**src/ags_pkg.sv**
```systemverilog
package ags_pkg;
    // ************************************************************
    // value ranges
    // ************************************************************
    localparam int unsigned ADC_WIDTH    = 12;
    localparam int unsigned AIN_WIDTH    = 11;
    localparam logic [10:0] AIN_MAX      = 11'h3E8;    // 1000 counts at full scale
    localparam logic [11:0] ADC_FULL     = 12'hFFF;    // converter full scale code
    localparam int unsigned GAIN_WIDTH   = 10;
    localparam logic [9:0]  GAIN_MAX     = 10'h3E8;    // 10.00 in hundredths
    localparam logic [9:0]  GAIN_DIV     = 10'h064;    // 100 hundredths per unit
    localparam int unsigned OFS_WIDTH    = 15;
    localparam logic signed [14:0] OFS_MAX = 15'sh2710; // +10000
    localparam logic signed [14:0] OFS_MIN = -15'sh2710; // -10000
    localparam int unsigned OUT_WIDTH    = 16;
    localparam int unsigned PROD_WIDTH   = 21;

    // ************************************************************
    // reset values
    // ************************************************************
    localparam logic [9:0]  GAIN_RST     = 10'h064;    // gain 1.00
    localparam logic signed [14:0] OFS_RST = 15'sh0000;

    // ************************************************************
    // register map
    // ************************************************************
    localparam logic [3:0]  ADDR_GAIN    = 4'h0;
    localparam logic [3:0]  ADDR_OFFSET  = 4'h4;
    localparam logic [3:0]  ADDR_INVERT  = 4'h8;
    localparam logic [3:0]  ADDR_VALUE   = 4'hC;

    // ************************************************************
    // carriers
    // ************************************************************
    typedef struct packed {
        logic [3:0]  addr;
        logic [31:0] wdata;
        logic        wr;
        logic        rd;
    } ags_bus_t;

    typedef enum logic [1:0] {
        AGS_IDLE  = 2'b00,
        AGS_SCALE = 2'b01,
        AGS_SUM   = 2'b11
    } ags_state_t;
endpackage

```
**src/ags_scaler.sv**
```systemverilog
// The address map and the plain strobed port were decided locally.
`timescale 1ns/1ps
// Summary of operation
// - map 0..full scale linearly onto 0..1000
// - clamp readings above full scale at 1000
// - value equals internal times gain plus offset
// - gain accepted 0.00 to 10.00 hundredths
// - offset accepted -10000 to +10000 inclusive
// - each logical input individually invertible
module ags_scaler #(
    parameter int unsigned NUM_INPUTS = 8
) (
    input  wire logic                                mclk,
    input  wire logic                                rstn,
    input  wire logic                                sampleValid,
    input  wire logic [ags_pkg::ADC_WIDTH-1:0]       sampleCode,
    input  wire logic [NUM_INPUTS-1:0]               logicIn,
    input  wire ags_pkg::ags_bus_t                   bus,
    output logic [31:0]                              rdata,
    output logic signed [ags_pkg::OUT_WIDTH-1:0]     scaled_actual_value,
    output logic                                     valueValid,
    output logic [NUM_INPUTS-1:0]                    logicOut
);
    // ************************************************************
    // helpers
    // ************************************************************
    // linear map of converter code onto 0..1000, clamped at the top
    function automatic logic [10:0] toInternal(input logic [11:0] code);
        logic [21:0] p;
        logic [21:0] q;
        p = 22'(code) * 22'(ags_pkg::AIN_MAX);
        q = p / 22'(ags_pkg::ADC_FULL);
        // guards against a converter whose full scale sits below its top code
        if (q > 22'(ags_pkg::AIN_MAX)) begin
            return ags_pkg::AIN_MAX;
        end
        return q[10:0];
    endfunction

    // ************************************************************
    // registers and datapath state
    // ************************************************************
    logic [9:0]                      gain_reg, gain_next;
    logic signed [14:0]              ofs_reg, ofs_next;
    logic [NUM_INPUTS-1:0]           inv_reg, inv_next;
    logic [10:0]                     ain_reg, ain_next;
    logic [15:0]                     whole_reg, whole_next;
    logic signed [15:0]              val_reg, val_next;
    logic                            vld_reg, vld_next;
    logic [NUM_INPUTS-1:0]           lout_reg, lout_next;
    logic [31:0]                     rd_reg, rd_next;
    ags_pkg::ags_state_t             st_reg, st_next;
    logic [20:0]                     prod;
    logic signed [14:0]              wOfs;

    assign prod = 21'(ain_reg) * 21'(gain_reg);
    assign wOfs = bus.wdata[14:0];

    // next values: register writes, reads, pipeline
    always_comb begin
        gain_next  = gain_reg;
        ofs_next   = ofs_reg;
        inv_next   = inv_reg;
        ain_next   = ain_reg;
        whole_next = whole_reg;
        val_next   = val_reg;
        vld_next   = 1'b0;
        st_next    = st_reg;
        rd_next    = 32'h00000000;
        lout_next  = logicIn ^ inv_reg;
        if (bus.wr) begin
            case (bus.addr)
                ags_pkg::ADDR_GAIN: begin
                    if (bus.wdata[31:10] == 22'h000000 && bus.wdata[9:0] <= ags_pkg::GAIN_MAX) begin
                        gain_next = bus.wdata[9:0];
                    end
                end
                ags_pkg::ADDR_OFFSET: begin
                    if (wOfs >= ags_pkg::OFS_MIN && wOfs <= ags_pkg::OFS_MAX) begin
                        ofs_next = wOfs;
                    end
                end
                ags_pkg::ADDR_INVERT: inv_next = bus.wdata[NUM_INPUTS-1:0];
                default: ;
            endcase
        end
        if (bus.rd) begin
            case (bus.addr)
                ags_pkg::ADDR_GAIN:   rd_next = {22'h000000, gain_reg};
                ags_pkg::ADDR_OFFSET: rd_next = {{17{ofs_reg[14]}}, ofs_reg};
                ags_pkg::ADDR_INVERT: rd_next = 32'(inv_reg);
                ags_pkg::ADDR_VALUE:  rd_next = {{16{val_reg[15]}}, val_reg};
                default:              rd_next = 32'h00000000;
            endcase
        end
        case (st_reg)
            ags_pkg::AGS_IDLE: begin
                if (sampleValid) begin
                    ain_next = toInternal(sampleCode);
                    st_next  = ags_pkg::AGS_SCALE;
                end
            end
            ags_pkg::AGS_SCALE: begin
                whole_next = 16'(prod / 21'(ags_pkg::GAIN_DIV));
                st_next    = ags_pkg::AGS_SUM;
            end
            ags_pkg::AGS_SUM: begin
                val_next = $signed(whole_reg) + 16'(ofs_reg);
                vld_next = 1'b1;
                st_next  = ags_pkg::AGS_IDLE;
            end
            default: st_next = ags_pkg::AGS_IDLE;
        endcase
    end

    // register all state
    always_ff @(posedge mclk) begin
        if (!rstn) begin
            gain_reg  <= ags_pkg::GAIN_RST;
            ofs_reg   <= ags_pkg::OFS_RST;
            inv_reg   <= '0;
            ain_reg   <= 11'h000;
            whole_reg <= 16'h0000;
            val_reg   <= 16'sh0000;
            vld_reg   <= 1'b0;
            lout_reg  <= '0;
            rd_reg    <= 32'h00000000;
            st_reg    <= ags_pkg::AGS_IDLE;
        end else begin
            gain_reg  <= gain_next;
            ofs_reg   <= ofs_next;
            inv_reg   <= inv_next;
            ain_reg   <= ain_next;
            whole_reg <= whole_next;
            val_reg   <= val_next;
            vld_reg   <= vld_next;
            lout_reg  <= lout_next;
            rd_reg    <= rd_next;
            st_reg    <= st_next;
        end
    end

    assign rdata               = rd_reg;
    assign scaled_actual_value = val_reg;
    assign valueValid          = vld_reg;
    assign logicOut            = lout_reg;
endmodule

```
**config.mk**
```make
export PLATFORM = sky130hd
export DESIGN_NAME = ags_scaler
export DESIGN_NICKNAME = d
export VERILOG_FILES = /design/src/ags_pkg.sv /design/src/ags_scaler.sv
export SDC_FILE = /design/constraint.sdc
export NUM_CORES = 1
export LEC_CHECK = 0
export BUFFER_PORTS_ARGS = -buffer_cell sky130_fd_sc_hd__buf_2
export CAP_MARGIN = 10
export CORE_MARGIN = 2
export CORE_UTILIZATION = 50
export CTS_BUF_LIST = sky130_fd_sc_hd__clkbuf_8
export DETAILED_ROUTE_END_ITERATION = 16
export GPL_ROUTABILITY_DRIVEN = 0
export MAX_ROUTING_LAYER = met4
export PLACE_DENSITY = 0.71
export SLEW_MARGIN = 20
export SYNTH_ARGS = -nofsm -noshare
export SYNTH_HDL_FRONTEND = slang
export SYNTH_SLANG_ARGS = --single-unit
```
**constraint.sdc**
```tcl
create_clock -name mclk -period 13.6 [get_ports mclk]
set_input_delay 2.72 -clock mclk [delete_from_list [all_inputs] [get_ports mclk]]
set_output_delay 2.72 -clock mclk [all_outputs]
set_load 0.02 [all_outputs]
```
==> results of run 1 <==
how the worst min path moves through the flow:
stage	from	endpoint
3_5_place_dp	whole_reg[7]	whole_reg[7]
6_report	whole_reg[7]	whole_reg[7]
2_1_floorplan	whole_reg[14]	whole_reg[14]
4_1_cts	whole_reg[7]	whole_reg[7]
3_3_place_gp	whole_reg[14]	whole_reg[14]
5_1_grt	whole_reg[7]	whole_reg[7]
logic make-up after synthesis:
group	after synthesis	share of synthesized area
flops	102	0.130
xor+xnor	85	0.0491
fa+ha+maj	231	0.235
simple gates	726	0.240
compound gates	552	0.258
mux	46	0.0299
buf+inv	219	0.0583
per-layer routing:
metal | vias up | wire, µm
met5 | - | 0
met4 | 0 | 1060
met3 | 100 | 3210
met2 | 752 | 24600
met1 | 8083 | 20400
li1 | 7803 | -
layout make-up:
class	instances	share of cell area
multi-input combinational	1640	0.694
timing repair buffer	447	0.151
sequential	102	0.0996
tap	396	0.0236
inverter	125	0.0224
clock buffer	9	0.00590
clock inverter	7	0.00429
antenna	1	0.000119
through the flow:
step | TNS, ns | instances | util | setup WS [ns]
floorplan | 0 | 1961 | - | 0.00338
global placement | -0.0656 | 2619 | 0.600 | -0.0411
detailed placement | -1.00 | 2619 | 0.600 | -0.426
CTS | 0 | 2637 | 0.609 | 0.00358
global route | -0.800 | 2726 | 0.682 | -0.380
finish | 0 | 2727 | 0.682 | 0.0786
worst max-delay path, delay by kind of cell (launching register included):
family | cells | cell delay [ns]
mux | 1 | 0.25
buf+inv | 12 | 1.47
flops | 1 | 0.43
fa+ha+maj | 6 | 2.86
simple gates | 7 | 1.48
compound gates | 28 | 6.88
what timing repair did:
action	in CTS	in global routing
setup endpoints to repair	4	10
gates resized for setup	17	328
pin swaps	2	157
setup buffers	2	89
gates cloned	0	2
cell usage after synthesis (17+ instances only):
cell / n
a21boi_0: 19
a21o_1: 21
a21oi_1: 111
a22oi_1: 31
a31oi_1: 23
and2_1: 114
and3_1: 20
buf_4: 17
clkbuf_1: 56
dfxtp_1: 102
fa_1: 109
ha_1: 119
inv_1: 125
mux2i_1: 38
nand2_1: 220
nand2b_1: 18
nand3_1: 50
nand4_1: 28
nor2_1: 98
nor2b_1: 35
nor3_1: 39
o211ai_1: 17
o21ai_0: 83
o21ai_1: 22
or3_1: 22
xnor2_1: 51
xor2_1: 31
==> results.json, run 1 <==
{
  "status": "finished clean",
  "min_period_over_period": 0.994,
  "tightest_slew_ns": 1.11,
  "grt_max_degree": 88,
  "grt-ovfl-total": 0,
  "numCtsBuffers": 9,
  "cts.sinks": 102,
  "cp-start-kind": "flop",
  "synth_edf_count": 0,
  "met3_usage": 0.0263,
  "multi_input_area_um2": 14600,
  "async_flop_share": 0,
  "nFillCells": 2376,
  "ys_ff_latch": 102,
  "ff2ff_path_depth": 54,
  "endpoint": "whole_reg[0]",
  "met1_usage": 0.348,
  "layout.nets": 2614,
  "final_common_cell": "buf_4",
  "max_stage_delay_ns": 0.58,
  "hold_viol": 0,
  "synth_top_area_frac": 0.139,
  "ys_seq_area_frac": 0.130,
  "vias": 16700,
  "initial_utilization": 0.512,
  "path_clk_slew_ns": 0.10,
  "drtIter0Drc": 1502,
  "synth_warnings": 0,
  "grt_first_pass_wirelength_um": 74100,
  "cts_max_level": 3,
  "core_area_um2": 30700,
  "synth_area_leaders": "fa_1 (14%), dfxtp_1 (13%), ha_1 (9.5%), nand2_1 (5.2%), and2_1 (4.5%)",
  "critPathLaunch": "ain_reg[7]",
  "antenna_left": 0,
  "rows": 64,
  "syn_nets": 2250,
  "relSlewSlack": 0.252,
  "dr.pass1.iters": 8,
  "ios": 118,
  "critPathArrivalTime_ns": 13.77,
  "synth_flop_cell": "dfxtp_1",
  "die_h_um": 181,
  "syn2layout_area_growth_pct": 33.3,
  "final_cell_mix": "buf_4 (306), nand2_1 (209), inv_1 (124), buf_2 (117), fa_1 (109)",
  "hold-worst-slack_ns": 0.484,
  "cts_root_buffer": "clkbuf_8",
  "reg2reg_slack_ns": 0.08,
  "hold_depth": 2,
  "fmax_mhz": 74.0,
  "syn-cell-area_um2": 15700,
  "cts_tree": "done",
  "required_ns": 13.84,
  "syn_avg_cell_area_um2": 8.02,
  "cp-end-kind": "flop",
  "clock_latency_ns": 0.37,
  "io_buffers": 117,
  "yosys.area.top_type": "fa_1",
  "synth_cells": 1961,
  "top_usage_layer": "met2",
  "hold_buffers": 0,
  "use_met2": 0.473,
  "worstHoldPathType": "reg2reg",
  "place_area_um2": 18500,
  "reg2reg_to": "whole_reg[0]",
  "vias_per_cell": 6.14,
  "antenna_found_initial": 0,
  "globalRouteTotalUtil": 0.273,
  "postLayoutCellArea_um2": 21000,
  "cp_max_fo": 8,
  "r2r-start": "ain_reg[7]",
  "die_w_um": 181,
  "grt_pass1_vias": 15500,
  "die-area_um2": 32900,
  "final_layout_size_suffix_gt1_frac": 0.336,
  "critPathSlowestCell": "or4_4",
  "finalMaxSlewViolations": 0,
  "finalCriticalPeriod_ns": 13.52,
  "yosysUniqueCellTypes": 117,
  "critPathKind": "reg2reg",
  "drc": 0,
  "wl_per_cell_um": 18.1,
  "regArea_um2": 2090,
  "setup_violations": 0,
  "totalWireLength_um": 49300,
  "post-dp-hpwl_um": 35900,
  "clock_skew_ns": 0.0125,
  "clk_path_buf_depth": 2,
  "cap_viol_max_count": 0
}
Power of run 1 is left out: the tool's default activity adds up to more than one toggle a clock period on the data nets, which glitch-free logic cannot reach.
==> run 2, diff against run 1 <==
--- a/config.mk
+++ b/config.mk
@@ -7,11 +7,13 @@
 export LEC_CHECK = 0
 export BUFFER_PORTS_ARGS = -buffer_cell sky130_fd_sc_hd__buf_2
 export CAP_MARGIN = 10
+export CORE_ASPECT_RATIO = 0.7
 export CORE_MARGIN = 2
 export CORE_UTILIZATION = 50
 export CTS_BUF_LIST = sky130_fd_sc_hd__clkbuf_8
 export DETAILED_ROUTE_END_ITERATION = 16
 export GPL_ROUTABILITY_DRIVEN = 0
+export GPL_TIMING_DRIVEN = 0
 export MAX_ROUTING_LAYER = met4
 export PLACE_DENSITY = 0.71
 export SLEW_MARGIN = 20
==> run 2 against run 1 <==
  * Critical path depth fell by 1
  * Hold slack improved by 0.0043 ns
  * Maximum frequency fell by 2.1%
  * Cell count rose by 0.55%
  * Worst setup slack got worse by 0.29 ns
  * Count of clock-buffer cells in the layout did not move
  * Sequential cell count did not move
  * Clock skew rose by 0.0018 ns
  * The flow now finishes with violations (negative setup slack)
  * Final area rose by 0.83%
  * Largest cell class unchanged
  * Utilization fell by 0.17 points
==> results.json, run 2 (synthesis results as in run 1) <==
{
  "final_cell_mix": "buf_4 (239), nand2_1 (200), inv_1 (121), buf_2 (121), ha_1 (112)",
  "dpl.cell_count": 2499,
  "clock_skew_ns": 0.0143,
  "tightest_slew_ns": 1.10,
  "nFillCells": 2346,
  "cts.sinks": 102,
  "critPathSlowestCell": "fa_1",
  "antenna_cells": 0,
  "numCtsBuffers": 9,
  "grt-ovfl-total": 0,
  "cp-start-kind": "input port",
  "syn2layout_area_growth_pct": 34.4,
  "min_period_over_period": 1.02,
  "final_layout_size_suffix_gt1_frac": 0.334,
  "die_w_um": 216,
  "drc": 0,
  "rows": 54,
  "regArea_um2": 2090,
  "io_buffers": 117,
  "ios": 118,
  "multi_input_area_um2": 14800,
  "cap_viol_max_count": 0,
  "reg2reg_to": "whole_reg[0]",
  "fin_cells": 2742,
  "antenna_found_initial": 0,
  "vias": 17400,
  "clock_latency_ns": 0.39,
  "status": "finished with violations",
  "globalRouteTotalUtil": 0.307,
  "die_h_um": 152,
  "hold_viol": 0,
  "die-area_um2": 32900,
  "cts_root_buffer": "clkbuf_8",
  "r2r-start": "ain_reg[6]",
  "clk_path_buf_depth": 2,
  "grt_max_degree": 20,
  "final_common_cell": "buf_4",
  "critPathKind": "in2reg",
  "dr.pass1.iters": 8,
  "final_util": 0.681,
  "required_ns": 13.89,
  "hp-start": "whole_reg[2]",
  "grt_first_pass_wirelength_um": 81600,
  "path_clk_slew_ns": 0.11,
  "core_area_um2": 31100,
  "totalWireLength_um": 55200,
  "hold-worst-slack_ns": 0.488,
  "hold_depth": 2,
  "drtIter0Drc": 2123,
  "fmax_mhz": 72.4,
  "layout.nets": 2606,
  "wl_per_cell_um": 20.1,
  "antenna_left": 0,
  "finalMaxSlewViolations": 0,
  "min_to": "whole_reg[2]",
  "critPathBufInv": 11,
  "grt_pass1_vias": 15700,
  "cp_max_fo": 8,
  "post-dp-hpwl_um": 36800,
  "violations": "negative setup slack",
  "path_delay_family": "compound AO/OA/AOI/OAI gates",
  "cts_tree": "done",
  "relSlewSlack": 0.259,
  "ff2ff_path_depth": 58,
  "reg2reg_slack_ns": -0.16,
  "cts_max_level": 3,
  "cp-end-kind": "flop",
  "finalCriticalPeriod_ns": 13.81,
  "initial_utilization": 0.506,
  "worstHoldPathType": "reg2reg",
  "max_stage_delay_ns": 0.56,
  "grt_setup_unrepaired": "true",
  "setup_violations": 3,
  "fin_ws_ns": -0.207,
  "critPathArrivalTime_ns": 14.10,
  "vias_per_cell": 6.33
}
-- run 2: changes by cell type in the layout (fill, tap and decap cells not counted), moves of 6 or more --
cell	previous run	this run
clkbuf_1	0	27
ha_1	103	112
buf_4	306	239
nand2_1	209	200
a21oi_1	94	86
ha_4	11	5
nand2_2	11	20
a21oi_2	13	20
buf_6	22	29
-- run 2: area by class of cell --
type                            count  area share
Tap cell                          420      0.0248
Timing Repair Buffer              358       0.120
Multi-Input combinational cell   1642       0.699
Clock inverter                      7     0.00308
Buffer                             79      0.0252
Inverter                          125      0.0224
Sequential cell                   102      0.0990
Clock buffer                        9     0.00586
-- run 2: worst max path at each step --
stage	from	to	slack (ns)	depth (start not counted)
2_1_floorplan	sampleCode[0]	ain_reg[1]	0.003	51
3_5_place_dp	sampleCode[1]	ain_reg[1]	-1.99	50
5_1_grt	ain_reg[6]	whole_reg[0]	-0.61	57
3_3_place_gp	sampleCode[1]	ain_reg[1]	-1.78	50
4_1_cts	ain_reg[4]	whole_reg[0]	0.0009	48
6_report	sampleCode[0]	ain_reg[1]	-0.21	53
-- run 2: routing by layer --
metal  vias to the layer above  wire (µm)  track usage  share of wire
li1                       7796          -            -              -
met1                      8381      23500        0.431           0.43
met2                      1040      25300        0.477           0.46
met3                       146       5010       0.0363          0.091
met4                         0       1410       0.0649          0.026
met5                         -          0            -              0
-- run 2: timing repair --
item                       in CTS  in global routing
resized for setup             211                267
setup endpoints to repair      11                 12
cloned                          2                  4
hold buffers                    0                  0
setup buffers                 131                107
pin swaps                      87                132
-- run 2: stage by stage --
| step | TNS (ns) | setup slack, ns | area (µm²) |
|---|---|---|---|
| floorplan | 0 | 0.00338 | 16000 |
| global placement | -8.49 | -1.78 | 17100 |
| detailed placement | -10.83 | -1.99 | 17100 |
| CTS | 0 | 0.000871 | 19300 |
| global route | -2.71 | -0.609 | 21200 |
| finish | -0.549 | -0.207 | 21200 |
-- run 2: worst min-delay path, stage by stage, from the launching register on --
cell	delay (ns)
dfxtp_1	0.33
nand2_1	0.05
a21boi_0	0.07
Power of run 2 is left out for the same reason.
==> run 3, diff against run 2 <==
--- a/config.mk
+++ b/config.mk
@@ -10,7 +10,6 @@
 export CORE_ASPECT_RATIO = 0.7
 export CORE_MARGIN = 2
 export CORE_UTILIZATION = 50
-export CTS_BUF_LIST = sky130_fd_sc_hd__clkbuf_8
 export DETAILED_ROUTE_END_ITERATION = 16
 export GPL_ROUTABILITY_DRIVEN = 0
 export GPL_TIMING_DRIVEN = 0
==> run 3 against run 2 <==
  * The flow still finishes with violations (negative setup slack)
  * Maximum frequency shrank 0.16%
  * Utilization up 1.0 points
  * Global-route usage rose by 0.11 points
==> results.json, run 3 (synthesis results as in run 1) <==
{
  "status": "finished with violations",
  "violations": "negative setup slack",
  "critPathLaunch": "sampleCode[1]",
  "clk_path_buf_depth": 2,
  "clock_latency_ns": 0.35,
  "totalWireLength_um": 56200,
  "antenna_cells": 0,
  "path_delay_family": "compound AO/OA/AOI/OAI gates",
  "drtIter0Drc": 2157,
  "critPathKind": "in2reg",
  "rows": 54,
  "r2r-start": "gain_reg[3]",
  "min_period_over_period": 1.02,
  "use_met2": 0.477,
  "grt_setup_unrepaired": "true",
  "met3_usage": 0.0417,
  "finalCriticalPeriod_ns": 13.83,
  "globalRouteTotalUtil": 0.308,
  "tns_ns": -0.658,
  "final_util": 0.691,
  "setup_violations": 3,
  "required_ns": 13.85,
  "nFillCells": 2284,
  "die_w_um": 216,
  "cp_num_cells": 52,
  "numCtsBuffers": 9,
  "max_stage_delay_ns": 0.57,
  "critPathArrivalTime_ns": 14.07,
  "die_h_um": 152,
  "initial_utilization": 0.506,
  "dr.pass1.iters": 8,
  "final_common_cell": "buf_4",
  "reg2reg_slack_ns": -0.22,
  "die-area_um2": 32900,
  "vias_per_cell": 6.37,
  "critPathSlowestCell": "fa_1",
  "critPathBufInv": 9,
  "cp-end-kind": "flop",
  "relSlewSlack": 0.235,
  "final_layout_size_suffix_gt1_frac": 0.347,
  "antenna_left": 0,
  "io_buffers": 117,
  "ff2ff_path_depth": 53,
  "final_cell_mix": "buf_4 (246), nand2_1 (198), buf_2 (119), inv_1 (117), ha_1 (109)",
  "clock_skew_ns": 0.0119,
  "multi_input_area_um2": 15000,
  "regArea_um2": 2090,
  "dpl.cell_count": 2499,
  "fmax_mhz": 72.3,
  "cts_tree": "done",
  "grt_pass1_vias": 15700,
  "drc": 0,
  "antenna_found_initial": 0,
  "vias": 17500,
  "grt-ovfl-total": 0,
  "cp_max_fo": 10,
  "hold-worst-slack_ns": 0.485,
  "hold_viol": 0,
  "grt_first_pass_wirelength_um": 81900,
  "cp_common_cell": "o21ai_2",
  "cts.sinks": 102,
  "top_usage_layer": "met2",
  "wl_per_cell_um": 20.4,
  "path_clk_slew_ns": 0.08,
  "ios": 118,
  "layout.nets": 2614,
  "cts_max_level": 3,
  "fin_ws_ns": -0.228,
  "endpoint": "ain_reg[1]",
  "fin_cells": 2750,
  "cap_viol_max_count": 0,
  "post-dp-hpwl_um": 36800,
  "finalMaxSlewViolations": 0,
  "met1_usage": 0.428,
  "cp-start-kind": "input port",
  "grt_max_degree": 20,
  "cts_root_buffer": "clkbuf_16",
  "tightest_slew_ns": 1.14,
  "syn2layout_area_growth_pct": 36.5,
  "core_area_um2": 31100,
  "worstHoldPathType": "reg2reg",
  "reg2reg_to": "whole_reg[0]"
}
==> run 3: cell count changes in the layout (fill, tap and decap cells not counted), sizes merged <==
cell | previous run | this run
buf | 403 | 410
clkbuf | 43 | 44
==> run 3: cell type report <==
class | instances | area share
Sequential cell | 102 | 0.0973
Multi-Input combinational cell | 1642 | 0.698
Buffer | 82 | 0.0266
Timing Repair Buffer | 363 | 0.118
Tap cell | 420 | 0.0245
Inverter | 125 | 0.0221
Clock inverter | 7 | 0.00303
Clock buffer | 9 | 0.0105
==> run 3: repair_timing <==
| action | in CTS | in global routing |
|---|---|---|
| hold buffers | 0 | 0 |
| pin swaps | 93 | 152 |
| gates cloned | 3 | 2 |
| setup buffers | 127 | 120 |
| setup endpoints to repair | 11 | 12 |
| resized for setup | 214 | 310 |
| endpoints found under the hold margin | 0 | 0 |
==> run 3: per-layer routing <==
metal,up-vias,share of wire
li1,7810,-
met1,8400,0.42
met2,1107,0.46
met3,195,0.092
met4,0,0.031
met5,-,0
==> run 3: worst min-delay path: stages (launching register included) <==
cell	delay, ns
dfxtp_1	0.32
nand2_1	0.05
a21boi_0	0.07
==> run 3: worst min path at each step <==
stage	cells past startpoint	endpoint	slack, ns	startpoint
6_report	2	whole_reg[2]	0.48	whole_reg[2]
5_1_grt	2	rdata[14]	0.52	scaled_actual_value[14]
4_1_cts	2	whole_reg[2]	0.48	whole_reg[2]
3_5_place_dp	2	whole_reg[2]	0.47	whole_reg[2]
3_3_place_gp	2	whole_reg[2]	0.46	whole_reg[2]
2_1_floorplan	2	whole_reg[14]	0.44	whole_reg[14]
==> run 3: through the flow <==
step / instance area, µm² / setup slack [ns]
2_1_floorplan: 16000 / 0.00338
3_3_place_gp: 17100 / -1.78
3_5_place_dp: 17100 / -1.99
4_1_cts: 19400 / 0.00797
5_1_grt: 21500 / -0.576
6_report: 21500 / -0.228
Power of run 3 is left out for the same reason.
